==> config.mk <==
export PLATFORM = sky130hd
export DESIGN_NAME = phy_mgmt_irq_and_special_ctrl
export DESIGN_NICKNAME = d
export VERILOG_FILES = /design/src/pkg/irq_ctrl_pkg.sv /design/src/pkg/flag_bus_if.sv /design/src/logic/sticky_flags.sv /design/src/logic/phy_mgmt_irq_and_special_ctrl.sv
export SDC_FILE = /design/constraint.sdc
export NUM_CORES = 1
export LEC_CHECK = 0
export BUFFER_PORTS_ARGS = -buffer_cell sky130_fd_sc_hd__clkbuf_2
export CORE_ASPECT_RATIO = 0.75
export CORE_UTILIZATION = 45
export CTS_CLUSTER_DIAMETER = 60
export DETAILED_ROUTE_END_ITERATION = 12
export GPL_ROUTABILITY_DRIVEN = 0
export PLACE_DENSITY = 0.75
export SYNTH_ARGS = -nofsm -noshare
export SYNTH_HDL_FRONTEND = slang
export SYNTH_HIERARCHICAL = 1
export SYNTH_SLANG_ARGS = --single-unit
==> constraint.sdc <==
create_clock -name clk_in -period 1.4 [get_ports clk_in]
set_clock_uncertainty 0.05 [all_clocks]
set_input_delay 0.07 -clock clk_in [delete_from_list [all_inputs] [get_ports clk_in]]
set_output_delay 0.07 -clock clk_in [all_outputs]
set_load 0.01 [all_outputs]
==> src/pkg/irq_ctrl_pkg.sv <==
package irq_ctrl_pkg;
    localparam logic [4:0] TEST_RSVD_ADDR = 5'h1c;
    localparam logic [4:0] SRC_FLAGS_ADDR = 5'h1d;
    localparam logic [4:0] EN_MASK_ADDR = 5'h1e;
    localparam logic [4:0] SPECIAL_ADDR = 5'h1f;
    localparam logic [7:0] MASK_RESET = 8'h00;
    localparam logic [7:0] FLAGS_RESET = 8'h00;
    localparam int FLAG_ENERGY = 7;
    localparam int FLAG_AN_DONE = 6;
    localparam int FLAG_RFAULT = 5;
    localparam int FLAG_LINK_DOWN = 4;
    localparam int FLAG_LP_ACK = 3;
    localparam int FLAG_PD_FAULT = 2;
    localparam int FLAG_PAGE_RX = 1;
    localparam int SP_AUTODONE = 12;
    localparam int SP_GPO_LSB = 7;
    localparam int SP_CODER_ON = 6;
    localparam int SP_SPEED_LSB = 2;
    localparam int SP_SCRAMBLE_OFF = 0;
    localparam logic [2:0] GPO_RESET = 3'h0;
    localparam logic CODER_ON_RESET = 1'b1;
    localparam logic SCRAMBLE_OFF_RESET = 1'b0;
    localparam logic [2:0] SPEED_RESET = 3'h0;
    localparam logic [2:0] SPEED_10_HALF = 3'h1;
    localparam logic [2:0] SPEED_10_FULL = 3'h5;
    localparam logic [2:0] SPEED_100_HALF = 3'h2;
    localparam logic [2:0] SPEED_100_FULL = 3'h6;
endpackage

==> src/pkg/flag_bus_if.sv <==
`timescale 1ns/10ps
`default_nettype none
interface flag_bus_if;
    logic [7:0] event_pulse;
    logic clear_all;
    logic [7:0] flags;
    modport owner (input event_pulse, input clear_all, output flags);
    modport user (output event_pulse, output clear_all, input flags);
endinterface
`default_nettype wire

==> src/logic/sticky_flags.sv <==
`timescale 1ns/10ps
`default_nettype none
module sticky_flags
(
    input wire logic clk_in,
    input wire logic sys_rst_in,
    flag_bus_if.owner fb
);
    logic [7:0] flags_reg;

    // set wins over a read-clear in the same cycle
    always_ff @(posedge clk_in)
    begin
        if (sys_rst_in)
        begin
            flags_reg <= irq_ctrl_pkg::FLAGS_RESET;
        end
        else if (fb.clear_all)
        begin
            flags_reg <= fb.event_pulse & 8'hfe;
        end
        else
        begin
            flags_reg <= flags_reg | (fb.event_pulse & 8'hfe);
        end
    end

    assign fb.flags = flags_reg;

    chk_flag_holds_high: assert property (@(posedge clk_in) disable iff (sys_rst_in)
        flags_reg[4] && !fb.clear_all |=> flags_reg[4])
        else $error("link down flag dropped without a read");
endmodule
`default_nettype wire

==> src/logic/phy_mgmt_irq_and_special_ctrl.sv <==
// Contract
// interrupt output low when any latched flag has its enable bit set.
// reading source flags returns them and clears them, releasing interrupt.
// mask bit set lets same-numbered source pull interrupt low.
// masking gates only the output; flags still latch.
// mask resets to zero, interrupt silent until enabled.
// interrupt output is combinational, may change any time.
// flag 7 energy, flag 6 autoneg done, flag 5 remote fault.
// flag 3 partner ack, flag 2 parallel detect fault, flag 1 page received.
// flag 4 sets on link drop and stays until read.
// host writes zero to mask bits 15:8; they read zero.
// host never writes testability register 28; ignores its read value.
// special bit 12 reads one once autoneg finished.
// special bits 9:7 drive three general purpose outputs, reset zero.
// special bit 6 resets one enabling block coder; zero bypasses it.
// bits 4:2 report resolved speed and duplex code, reset 000; the code shows resolved_speed_code_in directly, with no reset value.
// special bit 0 set turns scrambling off; default clear.
// energy wake raises interrupt when energy source is enabled.
// registers reset only by hardware or software reset, kept in power-down.
// interrupt is inverted OR over bits 7:1 of flag AND enable.
`timescale 1ns/10ps
`default_nettype none
module phy_mgmt_irq_and_special_ctrl
(
    input wire logic clk_in,
    input wire logic sys_rst_in,
    input wire logic soft_rst_in,
    input wire logic [4:0] reg_addr_in,
    input wire logic reg_wr_in,
    input wire logic reg_rd_in,
    input wire logic [15:0] reg_wdata_in,
    output logic [15:0] reg_rdata_out,
    input wire logic line_energy_present_in,
    input wire logic autoneg_complete_in,
    input wire logic remote_fault_in,
    input wire logic link_status_in,
    input wire logic partner_ack_in,
    input wire logic parallel_detect_fault_in,
    input wire logic page_received_in,
    input wire logic autoneg_done_in,
    input wire logic [2:0] resolved_speed_code_in,
    output logic irq_out_low,
    output logic [2:0] general_outputs_out,
    output logic block_coder_on_out,
    output logic scramble_off_out
);
    logic rst;
    logic [7:0] mask_reg;
    logic [2:0] gpo_reg;
    logic coder_on_reg;
    logic scramble_off_reg;
    logic [15:0] rdata_reg;
    logic [15:0] rdata_next;
    logic energy_d_reg;
    logic link_d_reg;
    logic [7:0] events;
    logic [7:0] flags;
    logic rd_flags;
    logic [15:0] special_view;

    flag_bus_if fb ();

    // power-down does not reach here; only hw and sw reset clear state
    assign rst = sys_rst_in | soft_rst_in;

    always_ff @(posedge clk_in)
    begin
        if (rst)
        begin
            energy_d_reg <= 1'b0;
            link_d_reg <= 1'b0;
        end
        else
        begin
            energy_d_reg <= line_energy_present_in;
            link_d_reg <= link_status_in;
        end
    end

    always_comb
    begin
        events = 8'h00;
        events[irq_ctrl_pkg::FLAG_ENERGY] = line_energy_present_in & ~energy_d_reg;
        events[irq_ctrl_pkg::FLAG_AN_DONE] = autoneg_complete_in;
        events[irq_ctrl_pkg::FLAG_RFAULT] = remote_fault_in;
        events[irq_ctrl_pkg::FLAG_LINK_DOWN] = link_d_reg & ~link_status_in;
        events[irq_ctrl_pkg::FLAG_LP_ACK] = partner_ack_in;
        events[irq_ctrl_pkg::FLAG_PD_FAULT] = parallel_detect_fault_in;
        events[irq_ctrl_pkg::FLAG_PAGE_RX] = page_received_in;
    end

    assign rd_flags = reg_rd_in && (reg_addr_in == irq_ctrl_pkg::SRC_FLAGS_ADDR);
    // flags latch regardless of the mask
    assign fb.event_pulse = events;
    assign fb.clear_all = rd_flags;
    assign flags = fb.flags;

    sticky_flags u_flags
    (
        .clk_in(clk_in),
        .sys_rst_in(rst),
        .fb(fb)
    );

    always_ff @(posedge clk_in)
    begin
        if (rst)
        begin
            mask_reg <= irq_ctrl_pkg::MASK_RESET;
        end
        else if (reg_wr_in && reg_addr_in == irq_ctrl_pkg::EN_MASK_ADDR)
        begin
            mask_reg <= reg_wdata_in[7:0];
        end
    end

    always_ff @(posedge clk_in)
    begin
        if (rst)
        begin
            gpo_reg <= irq_ctrl_pkg::GPO_RESET;
            coder_on_reg <= irq_ctrl_pkg::CODER_ON_RESET;
            scramble_off_reg <= irq_ctrl_pkg::SCRAMBLE_OFF_RESET;
        end
        else if (reg_wr_in && reg_addr_in == irq_ctrl_pkg::SPECIAL_ADDR)
        begin
            gpo_reg <= reg_wdata_in[irq_ctrl_pkg::SP_GPO_LSB +: 3];
            coder_on_reg <= reg_wdata_in[irq_ctrl_pkg::SP_CODER_ON];
            scramble_off_reg <= reg_wdata_in[irq_ctrl_pkg::SP_SCRAMBLE_OFF];
        end
    end

    always_comb
    begin
        special_view = 16'h0000;
        special_view[irq_ctrl_pkg::SP_AUTODONE] = autoneg_done_in;
        special_view[irq_ctrl_pkg::SP_GPO_LSB +: 3] = gpo_reg;
        special_view[irq_ctrl_pkg::SP_CODER_ON] = coder_on_reg;
        special_view[irq_ctrl_pkg::SP_SPEED_LSB +: 3] = resolved_speed_code_in;
        special_view[irq_ctrl_pkg::SP_SCRAMBLE_OFF] = scramble_off_reg;
    end

    // the flag read returns the latched flags only; an event arriving
    // in the read cycle survives the clear and shows on the next read
    always_comb
    begin
        if (reg_addr_in == irq_ctrl_pkg::SRC_FLAGS_ADDR)
        begin
            rdata_next = {8'h00, flags};
        end
        else if (reg_addr_in == irq_ctrl_pkg::EN_MASK_ADDR)
        begin
            rdata_next = {8'h00, mask_reg};
        end
        else if (reg_addr_in == irq_ctrl_pkg::SPECIAL_ADDR)
        begin
            rdata_next = special_view;
        end
        else
        begin
            // testability block and unknown addresses read zero
            rdata_next = 16'h0000;
        end
    end

    always_ff @(posedge clk_in)
    begin
        if (rst)
        begin
            rdata_reg <= 16'h0000;
        end
        else if (reg_rd_in)
        begin
            rdata_reg <= rdata_next;
        end
    end

    // no register stage: output follows flags and mask within the cycle
    assign irq_out_low = ~|(flags[7:1] & mask_reg[7:1]);

    assign reg_rdata_out = rdata_reg;
    assign general_outputs_out = gpo_reg;
    assign block_coder_on_out = coder_on_reg;
    assign scramble_off_out = scramble_off_reg;

    chk_irq_follows_flags: assert property (@(posedge clk_in) disable iff (rst)
        irq_out_low == !(|(flags[7:1] & mask_reg[7:1])))
        else $error("interrupt does not match flags and mask");
    chk_read_clears_irq: assert property (@(posedge clk_in) disable iff (rst)
        rd_flags && events == 8'h00 |=> irq_out_low && flags == 8'h00)
        else $error("flag read did not clear");
    chk_read_returns_flags: assert property (@(posedge clk_in) disable iff (rst)
        rd_flags |=> reg_rdata_out == {8'h00, $past(flags)})
        else $error("flag read returned wrong data");
    chk_masked_still_latch: assert property (@(posedge clk_in) disable iff (rst)
        events[5] && !mask_reg[5] |=> flags[5])
        else $error("masked event not latched");
    chk_mask_reset_zero: assert property (@(posedge clk_in)
        $past(rst) |-> mask_reg == 8'h00 && irq_out_low)
        else $error("mask not zero after reset");
    chk_link_drop_flag: assert property (@(posedge clk_in) disable iff (rst)
        link_d_reg && !link_status_in |=> flags[4])
        else $error("link drop not flagged");
    chk_energy_wake_irq: assert property (@(posedge clk_in) disable iff (rst)
        line_energy_present_in && !energy_d_reg && mask_reg[7] |=> !irq_out_low)
        else $error("energy wake did not interrupt");
    chk_coder_reset_on: assert property (@(posedge clk_in)
        $past(rst) |-> block_coder_on_out && !scramble_off_out
            && general_outputs_out == 3'h0)
        else $error("special control reset values wrong");
    chk_gpo_write: assert property (@(posedge clk_in) disable iff (rst)
        reg_wr_in && reg_addr_in == irq_ctrl_pkg::SPECIAL_ADDR
            |=> general_outputs_out == $past(reg_wdata_in[9:7]))
        else $error("gpo did not follow write");

    // each source latches its own flag bit
    chk_energy_latch: assert property (@(posedge clk_in) disable iff (rst)
        events[7]
        |=> flags[7])
        else $error("energy event not latched");

    chk_an_done_latch: assert property (@(posedge clk_in) disable iff (rst)
        autoneg_complete_in
        |=> flags[6])
        else $error("autoneg complete not latched");

    chk_rfault_latch: assert property (@(posedge clk_in) disable iff (rst)
        remote_fault_in
        |=> flags[5])
        else $error("remote fault not latched");

    chk_ack_latch: assert property (@(posedge clk_in) disable iff (rst)
        partner_ack_in
        |=> flags[3])
        else $error("partner ack not latched");

    chk_pd_fault_latch: assert property (@(posedge clk_in) disable iff (rst)
        parallel_detect_fault_in
        |=> flags[2])
        else $error("parallel detect fault not latched");

    chk_page_latch: assert property (@(posedge clk_in) disable iff (rst)
        page_received_in
        |=> flags[1])
        else $error("page received not latched");

    chk_flag0_zero: assert property (@(posedge clk_in) disable iff (rst)
        flags[0] == 1'b0)
        else $error("reserved flag bit set");

    // energy is an edge event, a steady level must not relatch
    chk_energy_level_quiet: assert property (@(posedge clk_in) disable iff (rst)
        line_energy_present_in && energy_d_reg && !flags[7]
        |=> !flags[7])
        else $error("steady energy relatched flag");

    chk_link_high_quiet: assert property (@(posedge clk_in) disable iff (rst)
        link_status_in && !flags[4]
        |=> !flags[4])
        else $error("link up set link down flag");

    chk_no_read_no_clear: assert property (@(posedge clk_in) disable iff (rst)
        !rd_flags
        |=> (flags & $past(flags)) == $past(flags))
        else $error("flag dropped without a read");

    chk_read_keeps_new: assert property (@(posedge clk_in) disable iff (rst)
        rd_flags && page_received_in
        |=> flags[1])
        else $error("event lost to a read clear");

    chk_rdata_holds: assert property (@(posedge clk_in) disable iff (rst)
        !reg_rd_in
        |=> $stable(reg_rdata_out))
        else $error("read data changed without a read");

    chk_mask_write: assert property (@(posedge clk_in) disable iff (rst)
        reg_wr_in && reg_addr_in == irq_ctrl_pkg::EN_MASK_ADDR
        |=> mask_reg == $past(reg_wdata_in[7:0]))
        else $error("mask did not follow write");

    chk_mask_hold: assert property (@(posedge clk_in) disable iff (rst)
        !(reg_wr_in && reg_addr_in == irq_ctrl_pkg::EN_MASK_ADDR)
        |=> $stable(mask_reg))
        else $error("mask changed without a write");

    chk_mask_upper_zero: assert property (@(posedge clk_in) disable iff (rst)
        reg_rd_in && reg_addr_in == irq_ctrl_pkg::EN_MASK_ADDR
        |=> reg_rdata_out[15:8] == 8'h00)
        else $error("mask upper byte not zero");

    chk_rsvd_reads_zero: assert property (@(posedge clk_in) disable iff (rst)
        reg_rd_in && reg_addr_in == irq_ctrl_pkg::TEST_RSVD_ADDR
        |=> reg_rdata_out == 16'h0000)
        else $error("testability block read not zero");

    chk_unmasked_irq: assert property (@(posedge clk_in) disable iff (rst)
        flags[4] && mask_reg[4]
        |-> !irq_out_low)
        else $error("enabled flag did not interrupt");

    chk_irq_needs_enable: assert property (@(posedge clk_in) disable iff (rst)
        !irq_out_low
        |-> |(mask_reg[7:1]))
        else $error("interrupt with every source masked");

    chk_autodone_view: assert property (@(posedge clk_in) disable iff (rst)
        reg_rd_in && reg_addr_in == irq_ctrl_pkg::SPECIAL_ADDR
        |=> reg_rdata_out[12] == $past(autoneg_done_in))
        else $error("autoneg done bit wrong");

    chk_speed_view: assert property (@(posedge clk_in) disable iff (rst)
        reg_rd_in && reg_addr_in == irq_ctrl_pkg::SPECIAL_ADDR
        |=> reg_rdata_out[4:2] == $past(resolved_speed_code_in))
        else $error("speed code field wrong");

    chk_coder_write: assert property (@(posedge clk_in) disable iff (rst)
        reg_wr_in && reg_addr_in == irq_ctrl_pkg::SPECIAL_ADDR
        |=> block_coder_on_out == $past(reg_wdata_in[6]))
        else $error("coder enable did not follow write");

    chk_scramble_write: assert property (@(posedge clk_in) disable iff (rst)
        reg_wr_in && reg_addr_in == irq_ctrl_pkg::SPECIAL_ADDR
        |=> scramble_off_out == $past(reg_wdata_in[0]))
        else $error("scramble disable did not follow write");

    chk_special_hold: assert property (@(posedge clk_in) disable iff (rst)
        !(reg_wr_in && reg_addr_in == irq_ctrl_pkg::SPECIAL_ADDR)
        |=> $stable(general_outputs_out) && $stable(block_coder_on_out))
        else $error("special control changed without a write");

    // reset checks carry no disable, they look at the reset itself
    chk_irq_reset_high: assert property (@(posedge clk_in)
        rst
        |=> irq_out_low)
        else $error("interrupt active after reset");

    chk_flags_reset_zero: assert property (@(posedge clk_in)
        rst
        |=> flags == 8'h00)
        else $error("flags not cleared by reset");

    chk_rdata_reset_zero: assert property (@(posedge clk_in)
        rst
        |=> reg_rdata_out == 16'h0000)
        else $error("read data not cleared by reset");

    chk_soft_reset_clears: assert property (@(posedge clk_in)
        soft_rst_in
        |=> mask_reg == 8'h00 && general_outputs_out == 3'h0)
        else $error("software reset did not clear registers");
endmodule
`default_nettype wire

* After elaboration in Yosys (flattened, before gate mapping)
Index checks and enable logic that the tools add are counted.
** Cells by class
- Multiplexer cells :: 4
- Eq/ne operators :: 3
- Bitwise gates (word level) :: 7
- Reduce and logical (&&, ||, !) cells :: 6
** Operator list (count)
- $mux 13 :: 3
- $eq 5x5->1 const B :: 3
- $mux 8 :: 1
- $or 8x8->8 :: 1
- $and 7x7->7 :: 1
- $reduce_or 7->1 :: 1
- $logic_and 1x1->1 :: 3
- $and 1x1->1 :: 2
- $not 1->1 :: 2
- $reduce_or 2->1 :: 1
- $logic_not 1->1 :: 1
- $or 1x1->1 :: 1
** Word-level totals
- Output and inout port bits :: 22
- Flip-flop bits (word level) :: 39

* Logic depth before layout (Yosys ltp)
Gate-level depths: netlist of the first run.
- Depth after elaboration :: 4
- Depth in mapped cells :: 6
- Mapped depth without buffers :: 4

* By module
Netlist of the first run, hierarchy kept.
** By module, submodules not included
- phy_mgmt_irq_and_special_ctrl :: area an instance 1238.7 µm², cells an instance 139, instances 1
- sticky_flags :: area an instance 256.5 µm², cells an instance 30, instances 1

* Worst setup path after synthesis of the first run
OpenSTA, ideal clock, no wires.
- Path type :: input-to-reg
- From :: input reg_addr_in[4]
- To :: register u_flags.flags_reg[1], in the netlist u_flags/fb.flags[1]
- Arrival :: 962 ps
- Library setup time :: 73 ps
- Stages :: 6
- Slack :: 314 ps
- Cell sequence :: and4_1 buf_4 buf_4 and2_1 nand2b_1 a21oi_1
** Between the ends
- Cells in the longest elaborated chain, start to end :: 3
** Ends and longest elaborated chain
- start, declared :: RTL line phy_mgmt_irq_and_special_ctrl.sv:28 : input wire logic [4:0] reg_addr_in,
- $eq 5x5->1 :: RTL line phy_mgmt_irq_and_special_ctrl.sv:92 : assign rd_flags = reg_rd_in && (reg_addr_in == irq_ctrl_pkg::SRC_FLAGS_ADDR);
- $logic_and 1x1->1 :: RTL line phy_mgmt_irq_and_special_ctrl.sv:92
- net fb.clear_all :: RTL line flag_bus_if.sv:5 : logic clear_all;
- $mux 8 :: RTL line sticky_flags.sv:18 : else if (fb.clear_all)
- end signal, assigned :: RTL line sticky_flags.sv:16 : flags_reg <= irq_ctrl_pkg::FLAGS_RESET;
- end signal, assigned :: RTL line sticky_flags.sv:20 : flags_reg <= fb.event_pulse & 8'hfe;
- end signal, assigned :: RTL line sticky_flags.sv:24 : flags_reg <= flags_reg | (fb.event_pulse & 8'hfe);
- end, declared :: RTL line sticky_flags.sv:9 : logic [7:0] flags_reg;
The timed path passes the listed nets, and every way through them passes these cells.
A chain may end at the register's enable or synchronous reset.

* Worst setup path in the final report of the first run
- From :: register mask_reg[3]
- To :: output irq_out_low
** Between the ends
- Cells in the longest elaborated chain, start to end :: 3
** Ends and longest elaborated chain
- start, declared :: RTL line phy_mgmt_irq_and_special_ctrl.sv:48 : logic [7:0] mask_reg;
- start signal, assigned :: RTL line phy_mgmt_irq_and_special_ctrl.sv:109 : mask_reg <= irq_ctrl_pkg::MASK_RESET;
- start signal, assigned :: RTL line phy_mgmt_irq_and_special_ctrl.sv:113 : mask_reg <= reg_wdata_in[7:0];
- $and 7x7->7 :: RTL line phy_mgmt_irq_and_special_ctrl.sv:179 : assign irq_out_low = ~|(flags[7:1] & mask_reg[7:1]);
- $reduce_or 7->1 :: RTL line phy_mgmt_irq_and_special_ctrl.sv:179
- $logic_not 1->1 :: RTL line phy_mgmt_irq_and_special_ctrl.sv:179
- end, declared :: RTL line phy_mgmt_irq_and_special_ctrl.sv:42 : output logic irq_out_low,
Every way passes these cells.

==> flow_summary.yaml, run 1 <==
status:
  outcome: "finished with violations"
  violations: "setup timing"
synth:
  syn_inst: 169
  yosysSeqAreaShare_pct: 44.2
  synth_area_sq_mm: 0.00150
  postSynthAreaPerCell_sq_um: 8.85
  yosys_warnings: 6
  synthDistinctLibCells: 28
  ys_ff_latch: 33
routing:
  drt_iter0_drc: 154
  drt-met1-wl_um: 1780
  via_per_inst: 5.31
  firstDrtPassIters: 4
  topRoutingLayerUsed: "met4"
  route.vias.total: 1450
  wl_met3_um: 253
  wl_per_cell_um: 13.8
  final_antenna_net_count: 0
  wl_met2_um: 1670
  totalWireLength_um: 3760
  drc: 0
power:
  max-vdd-ir-drop_v: 0.000523
  p_per_area_mw_per_mm2: 909
  p_seq_share_pct: 52.9
  p_int_mw: 1.38
  p_switching_mw: 0.434
  comb_power_share_pct: 11.3
  leakage_nw: 0.818
  power.share.clock_pct: 35.8
  total_power_mw: 1.82
  swShare_pct: 23.9
cts:
  htreeDepth: 2
  clock_path_buffers: 2
  clockRootBuffer: "clkbuf_8"
  numCtsBuffers: 5
  clk_pin_slew_ns: 0.06
  cts_num_sinks: 33
  cts_tree: "done"
  clk_latency_ns: 0.29
floorplan:
  fp.dieW_um: 68.6
  die_height_um: 51.9
  coreArea_sq_mm: 0.00304
  io_pins: 59
  row_count: 17
  die_area_sq_mm: 0.00356
  start_util_pct: 49.2
sta:
  setup_viol: 1
  rsz0062_at_grt: "yes"
  finalSetupTns_ns: -0.0755
  slew_violations: 0
  layout_setup_ws_ns: -0.0755
  post-route-min-period_ns: 1.48
  max_freq_mhz: 678
  post-route-period-util_pct: 105
  final_hold_viol_count: 0
cells_and_area:
  fin_nets: 273
  n_antenna_cell: 0
  layoutNonFillerInstCount: 273
  num-fill-cells: 272
  layout-drive-gt1-share_pct: 29.4
  layout_common_cells: "clkbuf_2 (46), dfxtp_1 (32), a21oi_1 (23)"
  syn2layout_area_growth_pct: 33.6
  layout_commonest_cell: "clkbuf_2"
  largest_reg_flops: 11
  design_area_sq_mm: 0.00200
global_route:
  antenna_found_initial: 0
  grt_pass1_wl_um: 6040
  grt_usage_pct: 23.9
  grt_max_degree: 17
  overflow: 0
  grt_pass1_vias: 1345
place:
  io_buffers: 47
  dp_cells: 249
  dpl_cell_area_sq_mm: 0.00174
  dp_hpwl_um: 2480
worst_setup_path:
  crit_path_end_kind: "output port"
  crit_type: "flop to output port"
  worst-path-max-fanout: 3
  crit_chain: "a222oi_1 -> and3_1 -> buf_2"
  crit_required_ns: 1.28
  critPathArrivalTime_ns: 1.36
  crit_path_max_incr_delay_ns: 0.39
  cp_slowest_cell: "a222oi_1"
  cp-start-kind: "flop"
hold_path:
  min_path_type: "input port to flop"
flow_run:
  cap_violations: 0
[layout make-up]
type                    count  area, sq um  share of cell area [%]
clock buffers               5         68.8                    3.45
clock inverters             1         5.00                   0.251
inverters                   9         33.8                    1.69
multi-input cells         114          704                    35.3
flip-flops and latches     33          662                    33.1
well taps                  38         47.5                    2.38
repair buffers             73          475                    23.8
[metrics by stage]
step	hold slack (ns)	util [%]	setup slack, ns
after floorplan	0.142	-	0.314
after global placement	0.235	57.3	0.210
after detailed placement	0.240	57.3	0.195
after CTS	0.157	65.7	-0.0586
after global routing	0.202	65.7	-0.107
final	0.165	65.7	-0.0755
[cell families after synthesis]
family,share of synthesized area (%)
DFF,44.2
AOI/OAI and AO/OA,17.8
buffers and inverters,9.71
muxes,7.87
other,0.502
and+or+nand+nor,19.9
[per-layer routing]
| metal | track usage [%] | vias to the layer above |
|---|---|---|
| li1 | - | 723 |
| met1 | 31.8 | 665 |
| met2 | 36.3 | 55 |
| met3 | 5.48 | 7 |
| met4 | 11.1 | 0 |
| met5 | 0 | - |
[worst max-delay path: cells and delay by family, from the launching register on]
family	cells	cell delay (ns)
buffers and inverters	1	0.13
AND/OR/NAND/NOR	1	0.22
AO/OA/AOI/OAI	1	0.39
flip-flops	1	0.33
[repair_timing]
action,CTS,global route
pin swaps,2,0
hold buffers,18,0
resized for setup,1,1
endpoints found under the setup margin,1,1
hold endpoints to repair,21,0
cloned,0,0
buffers inserted,0,0
[power groups by stage]
stage	Clock, mW	Sequential (mW)	Combinational [mW]
detailed placement	0	0.981	0.162
CTS	0.661	0.960	0.202
floorplan	0	0.979	0.0974
global placement	0	0.981	0.159
finish	0.650	0.960	0.205
global route	0.704	0.961	0.225
[synthesized netlist by cell type]
library cell / number / area (sq um)
and4_1: 2 / 17.5
and3_1: 1 / 6.26
nand2b_1: 8 / 50.1
conb_1: 2 / 7.51
clkbuf_2: 1 / 5.00
mux2_2: 6 / 67.6
nand2_1: 10 / 37.5
buf_4: 8 / 60.1
buf_2: 1 / 5.00
a22oi_1: 2 / 15.0
mux2i_1: 5 / 50.1
nand4b_1: 5 / 43.8
buf_1: 1 / 3.75
inv_1: 9 / 33.8
and2_1: 3 / 18.8
nor2_1: 3 / 11.3
nand4_1: 1 / 6.26
dfxtp_1: 33 / 661
a32oi_1: 8 / 70.1
nand3_1: 14 / 70.1
o22ai_1: 1 / 6.26
clkbuf_1: 4 / 15.0
a222oi_1: 1 / 10.0
a21oi_1: 23 / 115
and3_4: 1 / 11.3
nor2b_1: 4 / 25.0
o21ai_0: 10 / 50.1
buf_6: 2 / 22.5
[path summary, 6_finish.rpt]
path,slack (ns),to,cells after the start,start
worst max register to register,0.36,reg_rdata_out[4]$_SDFFE_PP0P_,3,u_flags/fb.flags[4]$_SDFF_PP0_
worst min register to register,0.42,u_flags/fb.flags[7]$_SDFF_PP0_,3,energy_d_reg$_SDFF_PP0_
worst max-delay path,-0.08,irq_out_low,3,mask_reg[3]$_SDFFE_PP0P_
worst min-delay path,0.17,reg_rdata_out[3]$_SDFFE_PP0P_,3,reg_addr_in[1]
No activity file was read; power rests on OpenSTA's default activity.
==> inputs of run 2 (changes only) <==
Settings changed: CORE_MARGIN set to 10, MAX_ROUTING_LAYER set to met4, SKIP_CTS_REPAIR_TIMING set to 1.
==> flow_summary.yaml, run 2 (synthesis gave the netlist of run 1 again) <==
status:
  outcome: "finished with violations"
  violations: "hold timing, setup timing"
cells_and_area:
  largest_reg_flops: 11
  n_antenna_cell: 0
  design_area_sq_mm: 0.00198
  layout_commonest_cell: "clkbuf_2"
  num-fill-cells: 323
  layout-drive-gt1-share_pct: 28.2
  fin_nets: 270
  layoutNonFillerInstCount: 274
  final_util_pct: 61.1
  multi_input_area_sq_um: 704
  layout_common_cells: "clkbuf_2 (46), dfxtp_1 (32), a21oi_1 (23)"
  syn2layout_area_growth_pct: 32.5
  ff_latch_area_sq_um: 662
worst_setup_path:
  crit_type: "flop to output port"
  crit_path_end_kind: "output port"
  cp-start-kind: "flop"
  crit_required_ns: 1.28
  critPathArrivalTime_ns: 1.41
  worst-path-max-fanout: 3
place:
  dp_cells: 249
  dp_hpwl_um: 2990
  io_buffers: 47
  dpl_cell_area_sq_mm: 0.00173
sta:
  rsz0062_at_grt: "yes"
  post-route-period-util_pct: 109
  relSlewSlack_pct: 47.3
  max_freq_mhz: 655
  post-route-min-period_ns: 1.53
  tightestPinTransition_ns: 0.789
  slew_violations: 0
  setup_viol: 1
  final_hold_viol_count: 1
  layout_setup_ws_ns: -0.127
  fin_hold_ws_ns: -0.0129
cts:
  clk_pin_slew_ns: 0.06
  cts_num_sinks: 33
  clockRootBuffer: "clkbuf_8"
  clock_path_buffers: 2
  numCtsBuffers: 5
  clk_latency_ns: 0.28
  htreeDepth: 2
  cts_tree: "done"
global_route:
  overflow: 0
  grt_max_degree: 27
  grt_pass1_wl_um: 6330
  grt_usage_pct: 13.4
  antenna_found_initial: 0
  grt_pass1_vias: 1291
floorplan:
  start_util_pct: 46.1
  row_count: 18
  die_area_sq_mm: 0.00605
  fp.dieW_um: 86.6
  coreArea_sq_mm: 0.00324
  io_pins: 59
  die_height_um: 69.9
routing:
  route.vias.total: 1444
  firstDrtPassIters: 4
  totalWireLength_um: 4240
  via_per_inst: 5.27
  drt_iter0_drc: 125
  wl_per_cell_um: 15.5
  drc: 0
  final_antenna_net_count: 0
power:
  p_per_area_mw_per_mm2: 928
  leakage_nw: 0.804
  power.share.clock_pct: 37.1
  p_switching_mw: 0.437
  max-vdd-ir-drop_v: 0.000476
  total_power_mw: 1.84
  p_seq_share_pct: 52.2
  comb_power_share_pct: 10.6
  p_int_mw: 1.40
  swShare_pct: 23.8
flow_run:
  cap_violations: 0
hold_path:
  min_path_type: "input port to flop"
## run 2: changes by cell type in the layout (fill, tap and decap cells not counted)
cell           change
clkinv_2           -1
clkbuf_1           +3
buf_4              -2
dlygate4sd3_1      -1
## run 2: critical path: stages, from the launching register on
cell and delay (ns):
dfxtp_2 0.33, a222oi_1 0.42, and3_1 0.24, buf_2 0.14
## run 2: final timing paths
path	from	endpoint	slack, ns	cells past startpoint
max	mask_reg[3]$_SDFFE_PP0P_	irq_out_low	-0.13	3
min	reg_wdata_in[1]	mask_reg[1]$_SDFFE_PP0P_	-0.01	3
max reg2reg	scramble_off_out$_SDFFE_PP0P_	reg_rdata_out[0]$_SDFFE_PP0P_	0.30	3
min reg2reg	general_outputs_out[0]$_SDFFE_PP0P_	general_outputs_out[0]$_SDFFE_PP0P_	0.42	2
## run 2: through the flow
stage | setup slack [ns] | hold slack, ns | setup TNS [ns]
floorplan | 0.314 | 0.142 | 0
global placement | 0.159 | 0.234 | 0
detailed placement | 0.116 | 0.240 | 0
CTS | -0.155 | -0.0610 | -0.155
global route | -0.186 | 0.0196 | -0.186
finish | -0.127 | -0.0129 | -0.127
## run 2: power by group through the flow
stage	clock, mW	sequential [mW]	combinational (mW)
2_1_floorplan	0	0.979	0.0974
3_3_place_gp	0	0.981	0.154
3_5_place_dp	0	0.982	0.154
4_1_cts	0.691	0.961	0.155
5_1_grt	0.739	0.962	0.214
6_report	0.683	0.961	0.195
## run 2: metal layers
| metal | up-vias | wire [um] | share of wire, % | global-route usage [%] |
|---|---|---|---|---|
| li1 | 717 | - | - | - |
| met1 | 657 | 1820 | 43 | 16.7 |
| met2 | 62 | 1980 | 47 | 18.8 |
| met3 | 8 | 378 | 8.9 | 4.98 |
| met4 | 0 | 59 | 1.4 | 5.39 |
| met5 | - | 0 | 0 | - |
## run 2: area by class of cell
class	instances	area share (%)
flip-flops and latches	33	33.4
clock buffers	8	4.04
multi-input cells	114	35.6
inverters	9	1.71
repair buffers	70	22.7
well taps	40	2.53
